<file path="src/aid_defines.svh">
`ifndef AID_DEFINES_SVH
`define AID_DEFINES_SVH
// Operation codes
`define AID_OP_ADD_AI   5'h00
`define AID_OP_ADD_AM   5'h01
`define AID_OP_ADD_MA   5'h02
`define AID_OP_ADDC_AM  5'h03
`define AID_OP_ADDC_MA  5'h04
`define AID_OP_ADDC_A   5'h05
`define AID_OP_ADDC_M   5'h06
`define AID_OP_NADD_AM  5'h07
`define AID_OP_NADD_MA  5'h08
`define AID_OP_SUB_AI   5'h09
`define AID_OP_SUB_AM   5'h0A
`define AID_OP_SUB_MA   5'h0B
`define AID_OP_SUBC_AM  5'h0C
`define AID_OP_SUBC_MA  5'h0D
`define AID_OP_SUBC_A   5'h0E
`define AID_OP_SUBC_M   5'h0F
`define AID_OP_INC_M    5'h10
`define AID_OP_DEC_M    5'h11
`define AID_OP_CLEAR_M  5'h12
// Reset values
`define AID_WREG_RST    8'h00
`define AID_FLAGS_RST   4'h0
`endif

</file>
<file path="src/aid_pkg.sv">
package aid_pkg;
   typedef struct packed {
      logic       valid;
      logic [4:0] op;
      logic [7:0] mem_data;
      logic [7:0] imm;
   } aid_cmd_t;
   typedef struct packed {
      logic signed_wrap_flag;
      logic half_carry_flag;
      logic wrap;
      logic zero;
   } aid_flags_t;
   typedef struct packed {
      logic       we;
      logic [7:0] data;
   } aid_mem_wr_t;
   typedef enum logic [1:0] {
      AID_IDLE = 2'b01,
      AID_BUSY = 2'b10
   } aid_state_t;
endpackage : aid_pkg

</file>
<file path="src/aid_datapath.sv">
`timescale 1ns/1ps
`include "aid_defines.svh"
// Operation
// - add immediate or memory into working register
// - add into memory, register unchanged
// - register plus memory plus carry to register
// - memory plus register plus carry to memory
// - register plus carry kept in register
// - memory plus carry written to memory
// - negated register plus memory to register
// - negated memory plus register to memory
// - register minus immediate to register
// - register minus memory to register
// - memory minus register to memory
// - register minus memory minus carry to register
// - memory minus register minus carry to memory
// - register minus carry kept in register
// - memory minus carry written to memory
// - increment memory operand
// - decrement memory operand
// - clear memory, flags untouched
// - all others update all four flags
module aid_datapath (
   // Clock and reset
   input  wire logic              clk,
   input  wire logic              rst,
   // Command from decoder
   input  wire aid_pkg::aid_cmd_t cmd,
   // Results
   output aid_pkg::aid_mem_wr_t   mem_wr,
   output logic [7:0]             working_register,
   output aid_pkg::aid_flags_t    flags,
   output logic                   busy
);
   localparam int unsigned DATA_W = 8;

   logic [7:0]           wreg_r;
   logic [7:0]           wreg_nxt;
   aid_pkg::aid_flags_t  flg_r;
   aid_pkg::aid_flags_t  flg_nxt;
   aid_pkg::aid_mem_wr_t mw_r;
   aid_pkg::aid_mem_wr_t mw_nxt;
   aid_pkg::aid_state_t  st_r;
   aid_pkg::aid_state_t  st_nxt;

   logic [7:0] opa;
   logic [7:0] opb;
   logic       cin;
   logic       is_sub;
   logic       to_mem;
   logic       clr;
   logic       known;
   logic [7:0] res;
   logic [7:0] opb_eff;
   logic       take;
   logic       ovf;
   wire  [7:0] sum_bits;
   wire  [8:0] carry_chain;

   // Operand selection: result is opa + opb + cin, or opa - opb - cin
   always_comb begin
      opa    = wreg_r;
      opb    = 8'h00;
      cin    = 1'b0;
      is_sub = 1'b0;
      to_mem = 1'b0;
      clr    = 1'b0;
      known  = 1'b1;
      case (cmd.op)
         `AID_OP_ADD_AI: begin
            opb = cmd.imm;
         end
         `AID_OP_ADD_AM: begin
            opb = cmd.mem_data;
         end
         `AID_OP_ADD_MA: begin
            opb    = cmd.mem_data;
            to_mem = 1'b1;
         end
         `AID_OP_ADDC_AM: begin
            opb = cmd.mem_data;
            cin = flg_r.wrap;
         end
         `AID_OP_ADDC_MA: begin
            opa    = cmd.mem_data;
            opb    = wreg_r;
            cin    = flg_r.wrap;
            to_mem = 1'b1;
         end
         `AID_OP_ADDC_A: begin
            cin = flg_r.wrap;
         end
         `AID_OP_ADDC_M: begin
            opa    = cmd.mem_data;
            cin    = flg_r.wrap;
            to_mem = 1'b1;
         end
         `AID_OP_NADD_AM: begin
            opa    = cmd.mem_data;
            opb    = wreg_r;
            is_sub = 1'b1;
         end
         `AID_OP_NADD_MA: begin
            opb    = cmd.mem_data;
            is_sub = 1'b1;
            to_mem = 1'b1;
         end
         `AID_OP_SUB_AI: begin
            opb    = cmd.imm;
            is_sub = 1'b1;
         end
         `AID_OP_SUB_AM: begin
            opb    = cmd.mem_data;
            is_sub = 1'b1;
         end
         `AID_OP_SUB_MA: begin
            opa    = cmd.mem_data;
            opb    = wreg_r;
            is_sub = 1'b1;
            to_mem = 1'b1;
         end
         `AID_OP_SUBC_AM: begin
            opb    = cmd.mem_data;
            cin    = flg_r.wrap;
            is_sub = 1'b1;
         end
         `AID_OP_SUBC_MA: begin
            opa    = cmd.mem_data;
            opb    = wreg_r;
            cin    = flg_r.wrap;
            is_sub = 1'b1;
            to_mem = 1'b1;
         end
         `AID_OP_SUBC_A: begin
            cin    = flg_r.wrap;
            is_sub = 1'b1;
         end
         `AID_OP_SUBC_M: begin
            opa    = cmd.mem_data;
            cin    = flg_r.wrap;
            is_sub = 1'b1;
            to_mem = 1'b1;
         end
         `AID_OP_INC_M: begin
            opa    = cmd.mem_data;
            opb    = 8'h01;
            to_mem = 1'b1;
         end
         `AID_OP_DEC_M: begin
            opa    = cmd.mem_data;
            opb    = 8'h01;
            is_sub = 1'b1;
            to_mem = 1'b1;
         end
         `AID_OP_CLEAR_M: begin
            to_mem = 1'b1;
            clr    = 1'b1;
         end
         default: begin
            known = 1'b0;
         end
      endcase
   end

   // Subtract as add of inverted operand with inverted borrow-in
   always_comb begin
      opb_eff = is_sub ? ~opb : opb;
   end

   // Carry into every bit stays visible, so nibble carry needs no second adder
   // ripple carry
   assign carry_chain[0] = is_sub ^ cin;
   for (genvar gi = 0; gi < DATA_W; gi++) begin : g_bit
      assign sum_bits[gi]        = opa[gi] ^ opb_eff[gi] ^ carry_chain[gi];
      assign carry_chain[gi + 1] = (opa[gi] & opb_eff[gi])
                                 | (carry_chain[gi] & (opa[gi] ^ opb_eff[gi]));
   end

   always_comb begin
      res = clr ? 8'h00 : sum_bits;
      ovf = (opa[7] == opb_eff[7]) && (res[7] != opa[7]);
   end

   // Unknown codes are dropped with no effect
   always_comb begin
      take = cmd.valid && known;
   end

   // Busy marks the cycle after an accepted command
   always_comb begin
      case (st_r)
         aid_pkg::AID_IDLE: begin
            if (take) begin
               st_nxt = aid_pkg::AID_BUSY;
            end else begin
               st_nxt = aid_pkg::AID_IDLE;
            end
         end
         aid_pkg::AID_BUSY: begin
            if (take) begin
               st_nxt = aid_pkg::AID_BUSY;
            end else begin
               st_nxt = aid_pkg::AID_IDLE;
            end
         end
         default: begin
            st_nxt = aid_pkg::AID_IDLE;
         end
      endcase
   end

   always_ff @(posedge clk) begin
      if (rst) begin
         st_r <= aid_pkg::AID_IDLE;
      end else begin
         st_r <= st_nxt;
      end
   end

   // Memory-destination forms leave the register as it was
   // register destination
   always_comb begin
      wreg_nxt = wreg_r;
      if (take && !to_mem) begin
         wreg_nxt = res;
      end
   end

   always_ff @(posedge clk) begin
      if (rst) begin
         wreg_r <= `AID_WREG_RST;
      end else begin
         wreg_r <= wreg_nxt;
      end
   end

   // Clear leaves flags, so a pending carry survives it
   // flag update
   always_comb begin
      flg_nxt = flg_r;
      if (take && !clr) begin
         flg_nxt.zero             = (res == 8'h00);
         flg_nxt.signed_wrap_flag = ovf;
         flg_nxt.wrap             = carry_chain[DATA_W] ^ is_sub;
         flg_nxt.half_carry_flag  = carry_chain[4] ^ is_sub;
      end
   end

   always_ff @(posedge clk) begin
      if (rst) begin
         flg_r <= `AID_FLAGS_RST;
      end else begin
         flg_r <= flg_nxt;
      end
   end

   // Write strobe lasts one cycle per memory-destination command
   // memory destination
   always_comb begin
      mw_nxt = '0;
      if (take && to_mem) begin
         mw_nxt.we   = 1'b1;
         mw_nxt.data = res;
      end
   end

   always_ff @(posedge clk) begin
      if (rst) begin
         mw_r <= '0;
      end else begin
         mw_r <= mw_nxt;
      end
   end

   assign working_register = wreg_r;
   assign flags            = flg_r;
   assign mem_wr           = mw_r;
   assign busy             = (st_r == aid_pkg::AID_BUSY);
endmodule : aid_datapath

</file>
<file path="config.mk">
export PLATFORM = sky130hd
export DESIGN_NAME = aid_datapath
export DESIGN_NICKNAME = d
export VERILOG_FILES = /design/src/aid_pkg.sv /design/src/aid_datapath.sv
export VERILOG_INCLUDE_DIRS = /design/src
export SDC_FILE = /design/constraint.sdc
export NUM_CORES = 1
export LEC_CHECK = 0
export BUFFER_PORTS_ARGS = -buffer_cell sky130_fd_sc_hd__buf_2
export CORE_MARGIN = 10
export CORE_UTILIZATION = 52
export CTS_CLUSTER_DIAMETER = 40
export CTS_CLUSTER_SIZE = 28
export DETAILED_ROUTE_END_ITERATION = 12
export PLACE_DENSITY = 0.8
export SLEW_MARGIN = 20
export SYNTH_ARGS = -nofsm -noshare
export SYNTH_HDL_FRONTEND = slang
export SYNTH_SLANG_ARGS = --single-unit
</file>
<file path="constraint.sdc">
create_clock -name clk -period 7.73 [get_ports clk]
set_input_delay 1.546 -clock clk [delete_from_list [all_inputs] [get_ports clk]]
set_output_delay 1.546 -clock clk [all_outputs]
set_load 0.02 [all_outputs]
</file>
==> summary.txt <==
Route
  – Vias/cell: 5.815
  – Final ANT Viol Nets: 0
  – Detailed-route wire length: 3905 microns
  – Drt pass-1 iters: 4
  – DR vias: 1,448
  – DRC viols: 0
  – DR iter-0 viols: 124
  – Avg WL per Cell: 15.68 microns

Yosys
  – Yosys warnings: 0
  – Most frequent cell after synthesis: dfxtp_1
  – Syn_nets: 210
  – Synth Flop Type: dfxtp_1
  – #FFs+latches synth: 23
  – Async S/R FF share, synth: 0%
  – Sequential share of the synthesized area: 28.66%
  – Mapped Area: 1607 sq um
  – Distinct cells, synth: 44
  – Synth Area per Inst: 9.128 sq um
  – Synth Instances: 176
  – Synth top area share: 28.66%
  – Ranking of synthesized cells by area: dfxtp_1 29%, fa_1 10%, a222oi_1 5.0%
  – Post-synth EDFFs: 0
  – Cell taking the most area after synthesis: dfxtp_1
  – Synth top cells by count: 23 x dfxtp_1, 13 x a21oi_1, 11 x nand2_1, 11 x nor2_1, 9 x inv_1

Critical path
  – Crit Path Max Fanout: 13
  – Crit path cell chain: buf_2 > xor2_1 > nand3_1 > a31oi_1 > a222oi_1 > xnor2_1 > fa_1 > fa_1 > fa_1 > fa_1 > fa_1 > inv_1 > fa_1 > fa_1 > inv_1 > fa_1 > or3b_2 > nor4b_1 > a221o_1
  – Worst path most repeated cell: fa_1
  – Critical path type: input port to flip-flop
  – Startpoint Class: input port
  – Reg2reg setup slack: 2980 ps
  – Critical Path Sink Type: flip-flop
  – Arrival @ worst endpoint: 6880 ps
  – CP peak stage delay: 570 ps
  – Buffers and inverters on the worst path: 3
  – Top cell family by delay on the critical path: adder cells
  – Worst EP required: 8000 ps
  – Slowest CP cell: a31oi_1

Clocking
  – Post-cts gate resize count: 0
  – CTS H-tree depth: 1
  – CTS Buf Count: 3
  – Insertion delay to the later sink of the worst-skew pair: 310 ps
  – Clock sinks: 23
  – Postcts setup bufs: 0
  – CTS Hold Buffers Added: 0
  – Root Buffer: clkbuf_4
  – CTS tree: yes
  – Worst-path clk slew: 130 ps
  – CTS Buffer Depth: 2

Power and ir drop
  – Pint: 0.2040 mW
  – Combinational power share: 40.7%
  – Clock power frac: 17.6%
  – Total power draw: 0.3197 mW
  – Net Sw Frac: 36.18%
  – PwrDens: 171.8 nW/um^2
  – Leakage: 0.8428 nW
  – Switch Pwr: 0.1157 mW
  – Sequential share of power: 41.7%
  – Worst vdd ir: 0.07951 mV

Floorplan
  – Width of the die: 75.59 microns
  – FP Rows: 20
  – Initial Util: 53.50%
  – Die H: 75.59 microns
  – Core Region: 3003 sq um
  – Die area: 5713 sq um
  – Num ports: 46

Final layout
  – Ratio of cells with drive above 1 in the final layout: 31.48%
  – Fillers: 282
  – # diodes: 0
  – Design area: 1861 sq um
  – Non-filler cells, final: 249
  – Area growth, synth to finish: 15.81%
  – Final core utilization: 61.96%
  – Nets: 251
  – Reg area: 460.4 sq um
  – Multi-input gate area: 1057 sq um

Global routing
  – Pin count of the biggest net entering global routing: 18
  – GRT Total Usage: 14.36%
  – Global-route wire length before repair: 6520 microns
  – GR Overflow Total: 0
  – Vias in the first global route: 1,407
  – Initial antenna violation count: 0

Timing
  – RSZ-0062 raised after global routing: false
  – Fin. max-slew vios: 0
  – # setup viols final: 0
  – Fmax: 151.1 MHz
  – Slew @ Worst Pin: 702.1 ps
  – Final hold slack: 502.8 ps
  – Setup ws final: 1111 ps
  – Rel. slew slack: 53.19%
  – Worst Clk Skew: 2.734 ps
  – Min Tclk post-route: 6619 ps
  – TNS Setup: 0 ps
  – Final hold violations: 0
  – Final Cycle Share: 85.63%

Placed design
  – GP Congestion: 0.9237
  – Post-Place Worst Slack: 823.6 ps
  – # placed instances: 245
  – Total placed instance area: 1827 sq um
  – Port bufs: 45
  – Hpwl dp: 3086 microns

Job
  – Max Cap Viol: 0

Worst hold path
  – Hold crit path type: flip-flop to flip-flop

Outcome
  – Outcome: complete, no violations
cells in the final DEF (no fill, tap or decap), types with 6 or more instances in the layout:
master and count:
a21oi_1 13, a222oi_1 8, and2_1 6, buf_2 45, dfxtp_1 23, fa_1 8
inv_1 9, mux2i_1 6, nand2_1 11, nor2_1 11, or3b_2 6, xnor2_1 7
xor2_1 6
flip-flops by register name, summed over array words and instances, names as in the netlist:
signal and count:
st_r 2, flags 4, working_register 8, mem_wr 9
power by group through the flow:
stage	logic, mW	clock network (mW)	registers [mW]
2_1_floorplan	0.0846	0	0.144
3_3_place_gp	0.129	0	0.136
3_5_place_dp	0.129	0	0.136
4_1_cts	0.130	0.0591	0.133
5_1_grt	0.146	0.0635	0.135
6_report	0.130	0.0563	0.133
layout make-up:
| type | instances | area share (%) |
|---|---|---|
| Multi-Input combinational cell | 133 | 56.83 |
| Sequential cell | 23 | 24.75 |
| Timing Repair Buffer | 47 | 12.91 |
| Tap cell | 33 | 2.219 |
| Inverter | 9 | 1.816 |
| Clock buffer | 3 | 1.210 |
| Clock inverter | 1 | 0.2690 |
worst reg2reg max path, stage by stage, from the launching register on:
cell and delay, ps:
dfxtp_1 360, a222oi_1 360, xnor2_1 140, fa_1 420
fa_1 380, fa_1 400, fa_1 450, fa_1 380
inv_1 80, fa_1 190, fa_1 170, inv_1 50
fa_1 500, or3b_2 440, nor4b_1 250, a221o_1 150
cells by family after synthesis:
group	after synthesis	synth area share [%]
AOI/OAI and AO/OA	39	17.52
xor gates and xnor gates	13	7.087
adders and majority gates	10	11.53
buffers and inverters	20	5.919
DFF	23	28.66
muxes	11	7.243
and+or+nand+nor	60	22.04
path summary, 6_finish.rpt:
check / endpoint / start / depth (start not counted)
hold reg to reg: working_register[4] / working_register[4] / 2
setup reg to reg: flags[3] / working_register[0] / 15
setup / recovery: flags[3] / cmd[17] / 19
hold / removal: working_register[4] / working_register[4] / 2
layer usage:
| layer | track usage [%] | wire length, microns | share of wire [%] |
|---|---|---|---|
| met2 | 21.81 | 1783 | 46 |
| met3 | 4.167 | 514 | 13 |
| met1 | 19.36 | 1586 | 41 |
| met5 | 0 | 0 | 0 |
| met4 | 3.711 | 21 | 0.54 |
Power figures use the tool's default switching activity.
